===== src/gtm_map.svh =====
// Register offsets, field positions, reset values and counts of the timer.
// Assumes a 12-bit APB byte address with one aligned 32-bit word each.
`ifndef GTM_MAP_SVH
`define GTM_MAP_SVH
`define GTM_CFG_OFF   12'h000
`define GTM_MRA_OFF   12'h004
`define GTM_MRB_OFF   12'h008
`define GTM_CTL_OFF   12'h00c
`define GTM_IMR_OFF   12'h018
`define GTM_RIS_OFF   12'h01c
`define GTM_MIS_OFF   12'h020
`define GTM_ICR_OFF   12'h024
`define GTM_ILRA_OFF  12'h028
`define GTM_ILRB_OFF  12'h02c
`define GTM_MTA_OFF   12'h030
`define GTM_MTB_OFF   12'h034
`define GTM_PRA_OFF   12'h038
`define GTM_PRB_OFF   12'h03c
`define GTM_PMA_OFF   12'h040
`define GTM_PMB_OFF   12'h044
`define GTM_CNTA_OFF  12'h048
`define GTM_CNTB_OFF  12'h04c
`define GTM_CFG_32    3'h0
`define GTM_CFG_RTC   3'h1
`define GTM_CFG_16    3'h4
`define GTM_MR_ONE    2'h1
`define GTM_MR_PER    2'h2
`define GTM_MR_CAP    2'h3
`define GTM_MR_CMR    2
`define GTM_MR_AMS    3
`define GTM_CTL_EN    0
`define GTM_CTL_STALL 1
`define GTM_CTL_EVL   2
`define GTM_CTL_PWML  6
`define GTM_HALF_SH   8
`define GTM_EV_TO     0
`define GTM_EV_CM     1
`define GTM_EV_CE     2
`define GTM_EV_RTC    3
`define GTM_EV_W      11
`define GTM_CNT_RST   16'hffff
`define GTM_PR_RST    8'h00
`define GTM_RTC_START 32'h0000_0001
`define GTM_RTC_HZ    32768
`endif


===== src/gtm_pkg.sv =====
// Types shared by the timer files.
// Assumes nothing beyond the map header for numbers.
package gtm_pkg;
  typedef logic [15:0] gtm_cnt_t;
  typedef logic [7:0]  gtm_pre_t;
  typedef enum logic [2:0] {
    GTM_IDLE, GTM_ONESHOT, GTM_PERIODIC,
    GTM_EDGE_CNT, GTM_EDGE_TIME, GTM_PWM
  } gtm_fn_e;
endpackage : gtm_pkg


===== src/gtm_rtc_div.sv =====
// Divides settled rising edges of the slow clock pin to a one-second tick.
// Assumes edges come from gtm_sync, one pulse per input period.
module gtm_rtc_div #(
  parameter int unsigned DIV = 32768
) (
  input  wire logic pclk,
  input  wire logic presetn,
  input  wire logic en,
  input  wire logic edge_in,
  output logic      tick
);
  localparam int W = $clog2(DIV);
  localparam logic [W-1:0] LAST = W'(DIV - 1);
  logic [W-1:0] cnt;
  always_ff @(posedge pclk or negedge presetn) begin
    if (!presetn) begin
      cnt  <= '0;
      tick <= 1'b0;
    end else begin
      tick <= 1'b0;
      if (!en) begin
        cnt <= '0;
      end else if (edge_in) begin
        if (cnt == LAST) begin
          cnt  <= '0;
          tick <= 1'b1;
        end else begin
          cnt <= cnt + 1'b1;
        end
      end
    end
  end
endmodule : gtm_rtc_div


===== src/gtm_sync.sv =====
// Three-stage pin synchroniser with settled level and edge pulses.
// Assumes pin is asynchronous to pclk.
module gtm_sync (
  input  wire logic pclk,
  input  wire logic presetn,
  input  wire logic pin,
  output logic      rise,
  output logic      fall
);
  logic s0, s1, s2, lvl;
  // A change counts only once the second and third stages agree.
  always_ff @(posedge pclk or negedge presetn) begin
    if (!presetn) begin
      s0   <= 1'b0;
      s1   <= 1'b0;
      s2   <= 1'b0;
      lvl  <= 1'b0;
      rise <= 1'b0;
      fall <= 1'b0;
    end else begin
      s0   <= pin;
      s1   <= s0;
      s2   <= s1;
      if (s1 == s2) begin
        lvl <= s2;
      end
      rise <= (s1 == s2) & s2 & ~lvl;
      fall <= (s1 == s2) & ~s2 & lvl;
    end
  end
endmodule : gtm_sync


===== src/gtm_top.sv =====
// Dual 16-bit general timer with APB register access and two pin halves.
// Assumes pins are routed here only after the port mux selects the timer.
// Function
// Two 16-bit halves, alone or joined 32-bit
// 32-bit configuration runs only the joined timer
// 16-bit configuration: any mode pair per half
// Reset leaves block idle, controls cleared
// Reset sets counters and loads to ones
// Reset clears prescale counters and registers
// 8-bit prescaler only in one-shot, periodic
// One-shot, periodic; optional stall on debug halt
// Real-time mode counts 32.768 kHz pin input
// Capture halves count or timestamp edges
// PWM output with selectable inversion
// Each half: counter, match, prescale, load
// Pin mux must select timer first
// Config 0, 1, 4 select modes
// Zero reloads next cycle; one-shot stops
// Sticky time-out flag; mask gives masked flag
// 32-bit access splits upper, lower halves
// Pins synchronised to system clock
`include "gtm_map.svh"
module gtm_top #(
  parameter int unsigned RTC_DIV = `GTM_RTC_HZ
) (
  input  wire logic        pclk,
  input  wire logic        presetn,
  input  wire logic        psel,
  input  wire logic        penable,
  input  wire logic        pwrite,
  input  wire logic [11:0] paddr,
  input  wire logic [31:0] pwdata,
  output logic      [31:0] prdata,
  output logic             pready,
  output logic             pslverr,
  input  wire logic        dbg_halt,
  input  wire logic        even_capture_pin_in,
  output logic             even_capture_pin_out,
  output logic             even_capture_pin_oe_n,
  input  wire logic        odd_capture_pin_in,
  output logic             odd_capture_pin_out,
  output logic             odd_capture_pin_oe_n
);
  logic [2:0]         timer_config_select;
  logic [3:0]         half_mode_reg [2];
  logic [15:0]        ctl;
  logic [`GTM_EV_W-1:0] event_mask_reg, raw_event_status, ev_set, ev_clr;
  gtm_pkg::gtm_cnt_t  half_interval_load [2];
  gtm_pkg::gtm_cnt_t  half_match [2];
  gtm_pkg::gtm_cnt_t  half_counter [2];
  gtm_pkg::gtm_cnt_t  half_capture [2];
  gtm_pkg::gtm_pre_t  half_prescale [2];
  gtm_pkg::gtm_pre_t  half_pre_match [2];
  gtm_pkg::gtm_pre_t  pre_count [2];
  gtm_pkg::gtm_fn_e   fn [2];
  logic [1:0]         pin_in, rise, fall, pwm_q, oe_n_q;
  logic [1:0]         to16, cm16, ce16, en_clr16, wr_ilr;
  logic [31:0]        next_prdata, c32, l32, m32, next32;
  logic               mapped, setup_acc, wr, is32, isrtc, is16;
  logic               run32, to32, rtc_ev, rtc_load, rtc_tick;
  assign setup_acc = psel & penable & ~pready;
  assign wr        = psel & penable & pready & pwrite;
  assign is32  = timer_config_select == `GTM_CFG_32;
  assign isrtc = timer_config_select == `GTM_CFG_RTC;
  assign is16  = timer_config_select == `GTM_CFG_16;
  assign c32 = {half_counter[1], half_counter[0]};
  assign l32 = {half_interval_load[1], half_interval_load[0]};
  assign m32 = {half_match[1], half_match[0]};
  assign wr_ilr[0] = wr && paddr == `GTM_ILRA_OFF;
  assign wr_ilr[1] = wr && paddr == `GTM_ILRB_OFF && is16;
  assign pin_in = {odd_capture_pin_in, even_capture_pin_in};
  assign even_capture_pin_out  = pwm_q[0];
  assign odd_capture_pin_out   = pwm_q[1];
  assign even_capture_pin_oe_n = oe_n_q[0];
  assign odd_capture_pin_oe_n  = oe_n_q[1];

  // A one-wait-state slave: data are registered, so pready follows setup.
  always_ff @(posedge pclk or negedge presetn) begin
    if (!presetn) begin
      pready  <= 1'b0;
      pslverr <= 1'b0;
      prdata  <= 32'h0000_0000;
    end else begin
      pready  <= setup_acc;
      pslverr <= setup_acc & ~mapped;
      if (setup_acc) begin
        prdata <= next_prdata;
      end
    end
  end

  always_comb begin
    mapped      = 1'b1;
    next_prdata = 32'h0000_0000;
    unique case (paddr)
      `GTM_CFG_OFF: next_prdata = {29'h0, timer_config_select};
      `GTM_MRA_OFF: next_prdata = {28'h0, half_mode_reg[0]};
      `GTM_MRB_OFF: next_prdata = {28'h0, half_mode_reg[1]};
      `GTM_CTL_OFF: next_prdata = {16'h0, ctl};
      `GTM_IMR_OFF: next_prdata = {21'h0, event_mask_reg};
      `GTM_RIS_OFF: next_prdata = {21'h0, raw_event_status};
      `GTM_MIS_OFF:
        next_prdata = {21'h0, raw_event_status & event_mask_reg};
      `GTM_ICR_OFF: next_prdata = 32'h0000_0000;
      `GTM_ILRA_OFF:
        next_prdata = is16 ? {16'h0, half_interval_load[0]} : l32;
      `GTM_ILRB_OFF: next_prdata = {16'h0, half_interval_load[1]};
      `GTM_MTA_OFF:
        next_prdata = is16 ? {16'h0, half_match[0]} : m32;
      `GTM_MTB_OFF: next_prdata = {16'h0, half_match[1]};
      `GTM_PRA_OFF: next_prdata = {24'h0, half_prescale[0]};
      `GTM_PRB_OFF: next_prdata = {24'h0, half_prescale[1]};
      `GTM_PMA_OFF: next_prdata = {24'h0, half_pre_match[0]};
      `GTM_PMB_OFF: next_prdata = {24'h0, half_pre_match[1]};
      `GTM_CNTA_OFF: begin
        if (!is16) begin
          next_prdata = c32;
        end else if (fn[0] == gtm_pkg::GTM_EDGE_TIME) begin
          next_prdata = {16'h0, half_capture[0]};
        end else begin
          next_prdata = {16'h0, half_counter[0]};
        end
      end
      `GTM_CNTB_OFF: begin
        if (fn[1] == gtm_pkg::GTM_EDGE_TIME) begin
          next_prdata = {16'h0, half_capture[1]};
        end else begin
          next_prdata = {16'h0, half_counter[1]};
        end
      end
      default: mapped = 1'b0;
    endcase
  end

  // Entering real-time mode from another configuration arms the start load.
  always_ff @(posedge pclk or negedge presetn) begin
    if (!presetn) begin
      timer_config_select <= `GTM_CFG_32;
      half_mode_reg[0]    <= 4'h0;
      half_mode_reg[1]    <= 4'h0;
      event_mask_reg      <= '0;
      rtc_load            <= 1'b0;
    end else begin
      rtc_load <= 1'b0;
      if (wr && paddr == `GTM_CFG_OFF) begin
        timer_config_select <= pwdata[2:0];
        rtc_load <= pwdata[2:0] == `GTM_CFG_RTC && !isrtc;
      end
      if (wr && paddr == `GTM_MRA_OFF) half_mode_reg[0] <= pwdata[3:0];
      if (wr && paddr == `GTM_MRB_OFF) half_mode_reg[1] <= pwdata[3:0];
      if (wr && paddr == `GTM_IMR_OFF) begin
        event_mask_reg <= pwdata[`GTM_EV_W-1:0];
      end
    end
  end

  // Load, match and prescale registers; a joined-mode load or match write to half A fills both halves.
  always_ff @(posedge pclk or negedge presetn) begin
    if (!presetn) begin
      for (int i = 0; i < 2; i++) begin
        half_interval_load[i] <= `GTM_CNT_RST;
        half_match[i]         <= `GTM_CNT_RST;
        half_prescale[i]      <= `GTM_PR_RST;
        half_pre_match[i]     <= `GTM_PR_RST;
      end
    end else if (wr) begin
      unique case (paddr)
        `GTM_ILRA_OFF: begin
          half_interval_load[0] <= pwdata[15:0];
          if (!is16) half_interval_load[1] <= pwdata[31:16];
        end
        `GTM_ILRB_OFF: half_interval_load[1] <= pwdata[15:0];
        `GTM_MTA_OFF: begin
          half_match[0] <= pwdata[15:0];
          if (!is16) half_match[1] <= pwdata[31:16];
        end
        `GTM_MTB_OFF: half_match[1] <= pwdata[15:0];
        `GTM_PRA_OFF: half_prescale[0] <= pwdata[7:0];
        `GTM_PRB_OFF: half_prescale[1] <= pwdata[7:0];
        `GTM_PMA_OFF: half_pre_match[0] <= pwdata[7:0];
        `GTM_PMB_OFF: half_pre_match[1] <= pwdata[7:0];
        default: ;
      endcase
    end
  end

  // Hardware clearing of an enable overrides a software write in that cycle.
  always_ff @(posedge pclk or negedge presetn) begin
    if (!presetn) begin
      ctl <= 16'h0000;
    end else begin
      if (wr && paddr == `GTM_CTL_OFF) ctl <= pwdata[15:0];
      if (en_clr16[0] || (to32 && half_mode_reg[0][1:0] == `GTM_MR_ONE)) begin
        ctl[`GTM_CTL_EN] <= 1'b0;
      end
      if (en_clr16[1]) ctl[`GTM_HALF_SH + `GTM_CTL_EN] <= 1'b0;
    end
  end

  // Sticky events: a set in the clearing cycle survives.
  assign ev_clr = (wr && paddr == `GTM_ICR_OFF) ? pwdata[`GTM_EV_W-1:0] : '0;
  always_comb begin
    ev_set = '0;
    ev_set[`GTM_EV_TO]  = to16[0] | to32;
    ev_set[`GTM_EV_CM]  = cm16[0];
    ev_set[`GTM_EV_CE]  = ce16[0];
    ev_set[`GTM_EV_RTC] = rtc_ev;
    ev_set[`GTM_HALF_SH + `GTM_EV_TO] = to16[1];
    ev_set[`GTM_HALF_SH + `GTM_EV_CM] = cm16[1];
    ev_set[`GTM_HALF_SH + `GTM_EV_CE] = ce16[1];
  end
  always_ff @(posedge pclk or negedge presetn) begin
    if (!presetn) begin
      raw_event_status <= '0;
    end else begin
      raw_event_status <= (raw_event_status & ~ev_clr) | ev_set;
    end
  end

  gtm_rtc_div #(.DIV(RTC_DIV)) u_rtc_div (
    .pclk    (pclk),
    .presetn (presetn),
    .en      (isrtc & ctl[`GTM_CTL_EN]),
    .edge_in (rise[0]),
    .tick    (rtc_tick)
  );

  // Joined counter: down-counter for one-shot/periodic, up for real time.
  assign run32 = ctl[`GTM_CTL_EN] & ~(ctl[`GTM_CTL_STALL] & dbg_halt);
  always_comb begin
    next32 = c32;
    to32   = 1'b0;
    rtc_ev = 1'b0;
    if (is32) begin
      if (wr_ilr[0]) begin
        next32 = pwdata;
      end else if (run32) begin
        if (c32 == 32'h0000_0000) begin
          next32 = l32;
          to32   = 1'b1;
        end else begin
          next32 = c32 - 32'h0000_0001;
        end
      end
    end else if (isrtc) begin
      if (rtc_load) begin
        next32 = `GTM_RTC_START;
      end else if (ctl[`GTM_CTL_EN] && rtc_tick) begin
        if (c32 == m32) begin
          next32 = 32'h0000_0000;
          rtc_ev = 1'b1;
        end else begin
          next32 = c32 + 32'h0000_0001;
        end
      end
    end
  end

  for (genvar h = 0; h < 2; h++) begin : g_half
    localparam int CB = h * `GTM_HALF_SH;
    logic               en, run, hit;
    logic [1:0]         evl;
    gtm_pkg::gtm_cnt_t  ncnt, ncap;
    gtm_pkg::gtm_pre_t  npc;
    assign en  = ctl[CB + `GTM_CTL_EN];
    assign run = en & ~(ctl[CB + `GTM_CTL_STALL] & dbg_halt);
    assign evl = ctl[CB + `GTM_CTL_EVL +: 2];
    assign hit = (evl == 2'h1) ? fall[h] :
                 (evl == 2'h3) ? (rise[h] | fall[h]) : rise[h];

    gtm_sync u_sync (
      .pclk    (pclk),
      .presetn (presetn),
      .pin     (pin_in[h]),
      .rise    (rise[h]),
      .fall    (fall[h])
    );

    always_comb begin
      fn[h] = gtm_pkg::GTM_IDLE;
      if (is16) begin
        unique case (half_mode_reg[h][1:0])
          `GTM_MR_ONE: fn[h] = gtm_pkg::GTM_ONESHOT;
          `GTM_MR_PER: fn[h] = gtm_pkg::GTM_PERIODIC;
          `GTM_MR_CAP: begin
            if (half_mode_reg[h][`GTM_MR_AMS]) begin
              fn[h] = gtm_pkg::GTM_PWM;
            end else if (half_mode_reg[h][`GTM_MR_CMR]) begin
              fn[h] = gtm_pkg::GTM_EDGE_TIME;
            end else begin
              fn[h] = gtm_pkg::GTM_EDGE_CNT;
            end
          end
          default: fn[h] = gtm_pkg::GTM_IDLE;
        endcase
      end
    end

    always_comb begin
      ncnt = half_counter[h];
      npc  = pre_count[h];
      ncap = half_capture[h];
      to16[h] = 1'b0;
      cm16[h] = 1'b0;
      ce16[h] = 1'b0;
      en_clr16[h] = 1'b0;
      unique case (fn[h])
        gtm_pkg::GTM_ONESHOT, gtm_pkg::GTM_PERIODIC: begin
          if (wr_ilr[h]) begin
            ncnt = pwdata[15:0];
            npc  = half_prescale[h];
          end else if (run && npc != 8'h00) begin
            npc = pre_count[h] - 8'h01;
          end else if (run) begin
            npc = half_prescale[h];
            if (half_counter[h] == 16'h0000) begin
              ncnt = half_interval_load[h];
              to16[h] = 1'b1;
              en_clr16[h] = fn[h] == gtm_pkg::GTM_ONESHOT;
            end else begin
              ncnt = half_counter[h] - 16'h0001;
            end
          end
        end
        gtm_pkg::GTM_EDGE_CNT: begin
          if (run && hit) begin
            if (half_counter[h] == half_match[h]) begin
              ncnt = half_interval_load[h];
              cm16[h] = 1'b1;
              en_clr16[h] = 1'b1;
            end else begin
              ncnt = half_counter[h] - 16'h0001;
            end
          end
        end
        gtm_pkg::GTM_EDGE_TIME, gtm_pkg::GTM_PWM: begin
          if (run) begin
            ncnt = (half_counter[h] == 16'h0000) ?
                   half_interval_load[h] : half_counter[h] - 16'h0001;
            if (hit && fn[h] == gtm_pkg::GTM_EDGE_TIME) begin
              ncap = half_counter[h];
              ce16[h] = 1'b1;
            end
          end
        end
        gtm_pkg::GTM_IDLE: ;
      endcase
    end

    always_ff @(posedge pclk or negedge presetn) begin
      if (!presetn) begin
        half_counter[h] <= `GTM_CNT_RST;
        pre_count[h]    <= `GTM_PR_RST;
        half_capture[h] <= 16'h0000;
      end else if (!is16) begin
        half_counter[h] <= next32[16*h +: 16];
        pre_count[h]    <= `GTM_PR_RST;
      end else begin
        half_counter[h] <= ncnt;
        pre_count[h]    <= npc;
        half_capture[h] <= ncap;
      end
    end

    // The pin is driven only in PWM mode; otherwise it stays an input.
    always_ff @(posedge pclk or negedge presetn) begin
      if (!presetn) begin
        pwm_q[h]  <= 1'b0;
        oe_n_q[h] <= 1'b1;
      end else begin
        oe_n_q[h] <= !(fn[h] == gtm_pkg::GTM_PWM && en);
        pwm_q[h]  <= fn[h] == gtm_pkg::GTM_PWM && en &&
                     ((half_counter[h] > half_match[h]) ^
                      ctl[CB + `GTM_CTL_PWML]);
      end
    end
  end

  logic seen;
  always_ff @(posedge pclk or negedge presetn) begin
    if (!presetn) seen <= 1'b0;
    else seen <= 1'b1;
  end
endmodule : gtm_top


===== config.mk =====
export PLATFORM = sky130hd
export DESIGN_NAME = gtm_top
export DESIGN_NICKNAME = d
export VERILOG_FILES = /design/src/gtm_pkg.sv /design/src/gtm_rtc_div.sv /design/src/gtm_sync.sv /design/src/gtm_top.sv
export VERILOG_INCLUDE_DIRS = /design/src
export SDC_FILE = /design/constraint.sdc
export NUM_CORES = 1
export LEC_CHECK = 0
export BUFFER_PORTS_ARGS = -buffer_cell sky130_fd_sc_hd__buf_2
export CELL_PAD_IN_SITES_DETAIL_PLACEMENT = 1
export CELL_PAD_IN_SITES_GLOBAL_PLACEMENT = 2
export CORE_ASPECT_RATIO = 1.2
export CORE_MARGIN = 5
export CORE_UTILIZATION = 42
export DETAILED_ROUTE_END_ITERATION = 8
export MAX_ROUTING_LAYER = met4
export PLACE_DENSITY_LB_ADDON = 0.12
export RECOVER_POWER = 25
export SLEW_MARGIN = 20
export SYNTH_ARGS = -nofsm -noshare
export SYNTH_HDL_FRONTEND = slang
export SYNTH_SLANG_ARGS = --single-unit

===== constraint.sdc =====
create_clock -name pclk -period 6.5 [get_ports pclk]
set_clock_uncertainty 0.1 [all_clocks]
set_input_delay 1.625 -clock pclk [delete_from_list [all_inputs] [get_ports pclk]]
set_output_delay 1.625 -clock pclk [all_outputs]
set_load 0.05 [all_outputs]

; ---- Word level (Yosys, flattened, before mapping)
; Cells that the tools add are included.
[totals]
reg_bits = 292
input_bits = 52
word_cells = 314
[classes]
add_sub_neg = 7
order_cmp = 2
eq_ne = 60
muxes = 108
n_bitwise = 35
reduce_logical = 58
[ops]
columns = operator, count
row1 = $pmux 32 s17, 1
row2 = $mux 32, 11
row3 = $mux 16, 17
row4 = $eq 12x6->1 const B, 8
row5 = $pmux 16 s3, 2
row6 = $mux 8, 10
row7 = $pmux 16 s2, 2
row8 = $mux 1, 50
row9 = $eq 12x7->1 const B, 4
row10 = $mux 15, 3
row11 = $add 32x1->32 const B, 1
row12 = $eq 16x16->1, 2
row13 = $eq 32x32->1, 1
row14 = $gt 16x16->1, 2
row15 = $logic_not 16->1, 2
row16 = $logic_not 32->1, 1
row17 = $sub 16x1->16 const B, 2
row18 = $sub 32x1->32 const B, 1
row19 = $eq 12x4->1 const B, 2
row20 = $eq 12x5->1 const B, 2
row21 = $and 11x11->11, 2
row22 = $logic_and 1x1->1, 22
row23 = $and 1x1->1, 18
row24 = $mux 3, 6
row25 = 39 further kinds, 98

; ---- Depth between registers and ports, before layout
; Gate-level depths: netlist (run 1).
[depth]
depth_word = 12
ltp_mapped = 13
ltp_nobuf = 9

; ---- Modules after synthesis
; A second synthesis (run 1) with hierarchy kept.
[hier_totals]
cells_unflattened = 2244
hier_area_um2 = 19561.3
[by_module_without_submodules]
columns = mod, n_inst, cells_per_inst, area_per_inst_um2, seq_area_each_um2
row1 = gtm_top, 1, 2135, 18313.8, 6729.0
row2 = gtm_rtc_div, 1, 83, 827.0, 400.4
row3 = gtm_sync, 2, 13, 210.2, 150.1

; ---- Worst setup path before layout (run 1)
; No wires, ideal clock.
[synth_timing]
path_type = input-to-reg
startpoint = in paddr[2]
endpoint = reg half_counter, in the netlist c32[23]
setup_ps = 61
arrival_time_ps = 3621
slack_ps = 2718
path_stages = 9
path_buffers = 2
path_cell_list = or4b_2 > nor4_4 > buf_4 > o31ai_1 > a21oi_2 > o211ai_1 > buf_2 > o31ai_1 > a22o_1
[synth_via]
elab_chain_cells = 6
[synth_rtl]
columns = item, line_no
row1 = from (decl), gtm_top.sv:31  ; input wire logic [11:0] paddr,
row2 = $eq 12x6->1, n/a
row3 = $logic_and 1x1->1 (no line), n/a
row4 = $logic_and 1x1->1, gtm_top.sv:70  ; assign wr_ilr[1] = wr && paddr == `GTM_ILRB_OFF && is16;
row5 = $mux 16, gtm_top.sv:309  ; if (wr_ilr[h]) begin
row6 = $pmux 16 s3, gtm_top.sv:307  ; unique case (fn[h])
row7 = $mux 16, gtm_top.sv:355  ; end else if (!is16) begin
row8 = "to (signal, indexed assignment)", gtm_top.sv:352  ; half_counter[h] <= `GTM_CNT_RST;
row9 = "to (signal, indexed assignment)", gtm_top.sv:356  ; half_counter[h] <= next32[16*h +: 16];
row10 = "to (signal, indexed assignment)", gtm_top.sv:359  ; half_counter[h] <= ncnt;
row11 = to (decl), gtm_top.sv:50  ; gtm_pkg::gtm_cnt_t half_counter [2];
; Several ways; a longest one is shown, not always the timed one.
; A chain may end at the register's enable or synchronous reset.

==> metrics.yaml, run 1 <==
final.setup.tns_ps: 0
routed-via-count: 19500
hold_buffers: 0
timing.setup.critical_path_class: "in2async"
synth_compound_area_share_pct: 23.3
fraction_of_synthesized_cell_area_in_xor_and_xnor_cells_pct: 2.65
dp_hpwl_um: 64500
avgRoutedWirePerCell_um: 31.9
worst-slew-pin-transition_ps: 2930
achievable-frequency_mhz: 225
worstPathArrival_ps: 4360
post_syn_instances: 2239
slew-limit-headroom_pct: -95.7
dp_slack_ps: 1600
drc_errors: 0
syn-num-nets: 2337
dieWidth_um: 207
synth_edf_count: 0
final_nets: 2329
series_of_cell_instances_along_the_critical_path: "buf_8 -> clkbuf_2"
critical-path-slowest-cell: "sky130_fd_sc_hd__clkbuf_2"
largest_net_degree_at_the_start_of_global_routing: 108
finalWirelength_um: 91900
min-delay-path-class: "reg2reg"
area.growth.synth_to_final_pct: 11.2
gp_congestion: 0.994
cts-resized-gates: 0
post-cts-setup-buffers: 0
final_area_um2: 21700
cts-htree-levels: 2
synth_top_family_by_area: "compound AO/OA/AOI/OAI gates"
irDropWorstVdd_mv: 0.203
outcome: "finished, violations left"
cp-end-kind: "async pin"
tritoncts: "yes"
setup_violations: 0
drt-vias-per-instance: 6.76
crit_buf_inv: 2
io_pins: 90
grt_pass1_vias: 20200
drt_first_iter_violations: 1842
synth_flop_cell: "sky130_fd_sc_hd__dfrtp_1"
floorplan.initialDensity_pct: 42.4
final_critical_path_setup_slack_ps: 2060
clk_transition_reported_paths_ps: 60
layout_worst_path_cycle_share_pct: 68.2
setup_repair_after_global_routing_missed_its_margin: "no"
dpl-instance-area_um2: 20400
synthesis.area_per_instance_um2: 8.71
die_height_um: 246
adder_and_majority_cell_fraction_of_the_synthesized_area_pct: 3.05
drive_gt1_share_pct: 20.0
largest_fanout_on_the_critical_path: 104
worst-endpoint-required_ps: 6430
synth.cell_area_um2: 19500
grt_first_pass_wirelength_um: 137000
report.final.slew_viol_count: 213
clk_latency_ps: 570
placementRows: 86
synth.area.mux_share_pct: 8.36
synth-seq-cells: 292
design.die.area_um2: 50900
grt_antenna_before_repair: 2
detail-route-antenna-nets: 0
timing.final.hold_violations: 0
cts_made_buffers: 37
synthSimpleGateAreaFrac_pct: 19.5
worst_path_dominant_cell_family: "buffers and inverters"
cts.sinks: 292
floorplan_core_area_um2: 45900
clk_path_buf_depth: 3
io_buffers: 89
max-cap-violations: 2
most_frequent_standard_cell_in_the_layout_excluding_fill_and_tap_cells: "sky130_fd_sc_hd__nand2_1"
static-leakage-power_nw: 8.72
number_of_distinct_standard_cells_referenced_by_the_synthesized_netlist: 93
power-per-cell-area_nw_per_um2: 197
synth.yosys.seq_area_share_pct: 38.1
synth_warnings: 0
async_flop_share_pct: 100
critical_path.startpoint_type: "primary input"
drt_pre_antenna_iters: 6
post_route_minimum_period_ps: 4440
critical_path.max_stage_delay_ps: 2020
failed_checks: "max-capacitance violations, max-slew violations"
cts-root-buf: "sky130_fd_sc_hd__clkbuf_16"
mostFrequentLayoutCells: "245 x sky130_fd_sc_hd__nand2_1, 194 x sky130_fd_sc_hd__dfrtp_1, 192 x sky130_fd_sc_hd__o21ai_0"
grt_use_total_pct: 37.0
gr-total-overflow: 0
==> final cells by class <==
class,count,area [µm²]
well taps,616,771
inverters,61,229
diodes,1,2.50
multi-input cells,1704,11200
repair buffers,135,808
clock inverters,19,265
fillers,5429,24300
flip-flops and latches,292,7430
clock buffers,48,1010
==> stage by stage <==
step | utilization (%) | cells | hold WS [ps] | power [mW]
global route | 47.2 | 2876 | 253 | 4.39
finish | 47.2 | 2876 | 252 | 4.28
global placement | 44.4 | 2808 | 237 | 2.08
detailed placement | 44.4 | 2808 | 244 | 2.09
floorplan | - | 2239 | 231 | 1.96
CTS | 47.2 | 2875 | 256 | 4.30
==> path summary, 6_finish.rpt <==
path | startpoint | to | slack (ps) | cells past startpoint
max in group pclk | paddr[2] | c32[11] | 2090 | 8
max | presetn | u_rtc_div.cnt[8] | 2060 | 2
max reg2reg | c32[16] | c32[13] | 2200 | 9
min reg2reg | g_half[1].u_sync.s0 | g_half[1].u_sync.s1 | 250 | 0
min | g_half[1].u_sync.s0 | g_half[1].u_sync.s1 | 250 | 0
min in group asynchronous | presetn | prdata[28] | 930 | 1
==> layer usage <==
metal,global-route usage [%],up-vias,wire length [µm]
li1,-,8284,-
met1,45.3,9957,36200
met2,56.7,862,41900
met3,5.40,348,5830
met4,24.9,0,7970
met5,-,-,0
==> synthesized netlist by cell type (35+ instances only) <==
| cell type | count | area (µm²) |
|---|---|---|
| sky130_fd_sc_hd__dfrtp_1 | 194 | 4850 |
| sky130_fd_sc_hd__nor3_1 | 61 | 305 |
| sky130_fd_sc_hd__nand2_1 | 246 | 923 |
| sky130_fd_sc_hd__nor2_1 | 183 | 687 |
| sky130_fd_sc_hd__mux2_2 | 95 | 1070 |
| sky130_fd_sc_hd__ha_1 | 46 | 576 |
| sky130_fd_sc_hd__nand4_1 | 37 | 231 |
| sky130_fd_sc_hd__xnor2_1 | 36 | 315 |
| sky130_fd_sc_hd__buf_2 | 35 | 175 |
| sky130_fd_sc_hd__mux2i_1 | 56 | 561 |
| sky130_fd_sc_hd__inv_1 | 61 | 229 |
| sky130_fd_sc_hd__clkbuf_1 | 131 | 492 |
| sky130_fd_sc_hd__nand3_1 | 60 | 300 |
| sky130_fd_sc_hd__dfstp_2 | 98 | 2570 |
| sky130_fd_sc_hd__a21oi_1 | 152 | 761 |
| sky130_fd_sc_hd__o21ai_0 | 192 | 961 |
==> where the power goes <==
part | internal [mW] | total [mW] | switching [mW] | leakage [nW]
Sequential | 1.84 | 1.85 | 0.0125 | 3.68
Clock | 1.34 | 2.22 | 0.883 | 0.623
Combinational | 0.0382 | 0.205 | 0.167 | 4.42
Total | 3.21 | 4.28 | 1.06 | 8.72
==> logic make-up after synthesis <==
kind of cell	Yosys count
muxes	151
buffers and inverters	243
AOI/OAI and AO/OA	690
adders and majority gates	48
DFF	292
and+or+nand+nor	756
xor gates and xnor gates	59
No activity file was read; power rests on OpenSTA's default activity.
==> inputs of run 2 (changes only) <==
--- a/config.mk
+++ b/config.mk
@@ -6,12 +6,13 @@
 export SDC_FILE = /design/constraint.sdc
 export NUM_CORES = 1
 export LEC_CHECK = 0
+export ABC_AREA = 1
 export BUFFER_PORTS_ARGS = -buffer_cell sky130_fd_sc_hd__buf_2
 export CELL_PAD_IN_SITES_DETAIL_PLACEMENT = 1
 export CELL_PAD_IN_SITES_GLOBAL_PLACEMENT = 2
 export CORE_ASPECT_RATIO = 1.2
 export CORE_MARGIN = 5
-export CORE_UTILIZATION = 42
+export CORE_UTILIZATION = 32
 export DETAILED_ROUTE_END_ITERATION = 8
 export MAX_ROUTING_LAYER = met4
 export PLACE_DENSITY_LB_ADDON = 0.12
==> constraint.sdc (replaced) <==
create_clock -name pclk -period 3.7 [get_ports pclk]
set_clock_uncertainty 0.1 [all_clocks]
set_input_delay 0.925 -clock pclk [delete_from_list [all_inputs] [get_ports pclk]]
set_output_delay 0.925 -clock pclk [all_outputs]
set_load 0.05 [all_outputs]
==> run 2 against run 1 <==
Net effect: first-iteration DRC count down 1.1%; area after synthesis up 4.3%; die area up 35%; routed wire length up 17%; the run still ends with max-capacitance violations, max-slew violations left; sequential share of layout area down 2.3 points; sequential power up 77%; highest routed layer unchanged.
==> metrics.yaml, run 2 <==
critical_path.startpoint_type: "flip-flop"
tritoncts: "yes"
cts-htree-levels: 2  # unchanged
clk_latency_ps: 580  # about the same
power-per-cell-area_nw_per_um2: 379  # +92%
post_route_minimum_period_ps: 3220
cts-root-buf: "sky130_fd_sc_hd__clkbuf_16"
drt-vias-per-instance: 5.58  # -17%
routed-via-count: 22200  # +14%
grt_antenna_before_repair: 3  # +1
irDropWorstVdd_mv: 0.310  # +53%
synth_flop_cell: "sky130_fd_sc_hd__dfrtp_1"
final_nets: 3221  # +38%
cts.sinks: 292  # unchanged
io_buffers: 89  # unchanged
slew-limit-headroom_pct: -50.0  # +46 points
design.die.area_um2: 68700  # +35%
timing.final.hold_violations: 0  # unchanged
drt_first_iter_violations: 1821  # -1.1%
hold_start: "g_half[0].u_sync.s0"
synth.cell_area_um2: 20300  # +4.3%
area.growth.synth_to_final_pct: 14.2
cp-end-kind: "flip-flop"
detail-route-antenna-nets: 0  # unchanged
final.setup.tns_ps: 0  # unchanged
synthesis.area_per_instance_um2: 6.72  # -23%
layout_worst_path_cycle_share_pct: 87.0
grt_first_pass_wirelength_um: 157000  # +15%
synth_warnings: 0  # unchanged
synthMostInstantiatedCell: "sky130_fd_sc_hd__nand2_1"
placementRows: 101  # +17%
failed_checks: "max-capacitance violations, max-slew violations"
synth_top_area_cell: "sky130_fd_sc_hd__dfrtp_1"
drive_gt1_share_pct: 13.3  # -6.7 points
drt_pre_antenna_iters: 5  # -1
floorplan_core_area_um2: 63200  # +38%
static-leakage-power_nw: 11.1  # +27%
dp_hpwl_um: 83200  # +29%
worst-endpoint-required_ps: 4120  # -2310 ps
crit_path_start: "c32[16]"
number_of_distinct_standard_cells_referenced_by_the_synthesized_netlist: 52  # -44%
gr-total-overflow: 0  # unchanged
post-cts-setup-buffers: 0  # unchanged
worstPathArrival_ps: 3630  # -730 ps
grt_use_total_pct: 31.6  # -5.4 points
largest_fanout_on_the_critical_path: 10  # -90%
die_height_um: 286  # +16%
io_pins: 90  # unchanged
async_flop_share_pct: 100  # unchanged
mostFrequentLayoutCells: "973 x sky130_fd_sc_hd__nand2_1, 311 x sky130_fd_sc_hd__o21ai_0, 284 x sky130_fd_sc_hd__inv_1"
cts_made_buffers: 38  # +2.7%
achievable-frequency_mhz: 311
hold_buffers: 0  # unchanged
cts-resized-gates: 0  # unchanged
synthTopCellsByCount: "973 x sky130_fd_sc_hd__nand2_1, 311 x sky130_fd_sc_hd__o21ai_0, 284 x sky130_fd_sc_hd__inv_1, 267 x sky130_fd_sc_hd__nor2_1, 219 x sky130_fd_sc_hd__nand3_1"
final_core_utilization_pct: 36.7  # -10 points
largest_net_degree_at_the_start_of_global_routing: 78  # -28%
gp_congestion: 0.969  # -2.5%
syn-num-nets: 3124  # +34%
finalWirelength_um: 108000  # +17%
setup_repair_after_global_routing_missed_its_margin: "no"
grt_pass1_vias: 22700  # +13%
most_frequent_standard_cell_in_the_layout_excluding_fill_and_tap_cells: "sky130_fd_sc_hd__nand2_1"
dpl-instance-area_um2: 22000  # +7.9%
share_of_the_synthesized_area_in_the_top_cell_type_pct: 23.9  # -1.0 points
max-cap-violations: 1  # -1
synth-seq-cells: 292  # unchanged
outcome: "finished, violations left"
synth.yosys.seq_area_share_pct: 36.5  # -1.6 points
post_syn_instances: 3026  # +35%
min-delay-path-class: "reg2reg"
final_area_um2: 23200  # +7.1%
dieWidth_um: 240  # +16%
setup_violations: 0  # unchanged
synth_edf_count: 0  # unchanged
worst-slew-pin-transition_ps: 2250  # -685 ps
rr_startpoint: "c32[16]"
avgRoutedWirePerCell_um: 27.1  # -15%
clk_transition_reported_paths_ps: 70  # about the same
clk_path_buf_depth: 3  # unchanged
synth_top_cells_by_area: "sky130_fd_sc_hd__dfrtp_1 24%, sky130_fd_sc_hd__nand2_1 18%, sky130_fd_sc_hd__dfstp_2 13%"
floorplan.initialDensity_pct: 32.2  # -10 points
drc_errors: 0  # unchanged
timing.setup.critical_path_class: "reg2reg"
report.final.slew_viol_count: 76  # -64%
==> run 2: cell types whose count changed after synthesis, sizes merged, moves of 28 or more <==
cell    change
nand3     +164
inv       +237
a21oi      -28
mux2       -95
o211ai     +45
a222oi     -29
o21ai     +136
nand2     +740
mux2i      -53
clkbuf     -70
nor4       -37
xnor2      -31
a211oi     -30
nor2      +116
==> run 2: path summary, 6_finish.rpt <==
check / to / depth (start not counted) / slack [ps]
setup reg to reg: c32[19] / 15 / 480
hold / removal: g_half[0].u_sync.s1 / 0 / 260
hold reg to reg: g_half[0].u_sync.s1 / 0 / 260
min in group asynchronous: pre_count[5] / 1 / 860
max in group asynchronous: half_capture[12] / 2 / 620
setup / recovery: c32[19] / 15 / 480
==> run 2: critical path, cell delays in order, from the launching register on <==
cell	delay [ps]
sky130_fd_sc_hd__dfstp_2	650
sky130_fd_sc_hd__clkinv_1	320
sky130_fd_sc_hd__ha_1	430
sky130_fd_sc_hd__nand3_1	70
sky130_fd_sc_hd__nor2_1	90
sky130_fd_sc_hd__nand2_1	70
sky130_fd_sc_hd__nor2_1	110
sky130_fd_sc_hd__buf_4	210
sky130_fd_sc_hd__nand2_1	110
sky130_fd_sc_hd__nand2_1	130
sky130_fd_sc_hd__buf_12	150
sky130_fd_sc_hd__a21oi_1	50
sky130_fd_sc_hd__o21ai_0	280
sky130_fd_sc_hd__nand3_1	170
sky130_fd_sc_hd__nand3_1	110
sky130_fd_sc_hd__nand2_1	60
==> run 2: routing by layer <==
layer	up-vias	track usage [%]	wire [µm]
li1	10100	-	-
met1	11200	42.9	48400
met2	751	49.4	49000
met3	171	4.16	6380
met4	0	9.76	3930
met5	-	-	0
==> run 2: per-stage QoR <==
stage          hold slack [ps]  power (mW)  setup slack, ps  cells
2_1_floorplan              231        4.21             1250   3026
3_3_place_gp               234        5.00              389   3907
3_5_place_dp               238        5.01              218   3907
4_1_cts                    267        8.83              588   3974
5_1_grt                    268        9.11              227   3975
6_report                   260        8.79              481   3975
==> run 2: power by group <==
group	total, mW	switching, mW	leakage, nW	internal, mW
clock	3.80	1.62	0.608	2.18
sequential	3.28	0.0535	3.70	3.23
combinational	1.71	1.25	6.78	0.465
==> run 2: final cells by class <==
cell class | count | area, µm²
timing repair buffer | 186 | 1230
sequential | 292 | 7430
clock inverter | 15 | 148
multi-input combinational | 2301 | 11200
fill | 8116 | 40000
inverter | 304 | 1150
clock buffer | 52 | 1070
tap | 824 | 1030
antenna | 1 | 2.50
==> run 2: cells by family (layout without fill, tap and decap cells) <==
kind of cell    count (synthesis)  after routing  synth area share [%]
fa+ha+maj                      46             46                  2.83
compound gates                600            600                  16.4
mux                             3              3                 0.148
buf+inv                       433            557                  8.68
flops                         292            292                  36.5
other cells                     0              1                     0
xor+xnor                       37             37                  1.59
simple gates                 1615           1615                  33.8
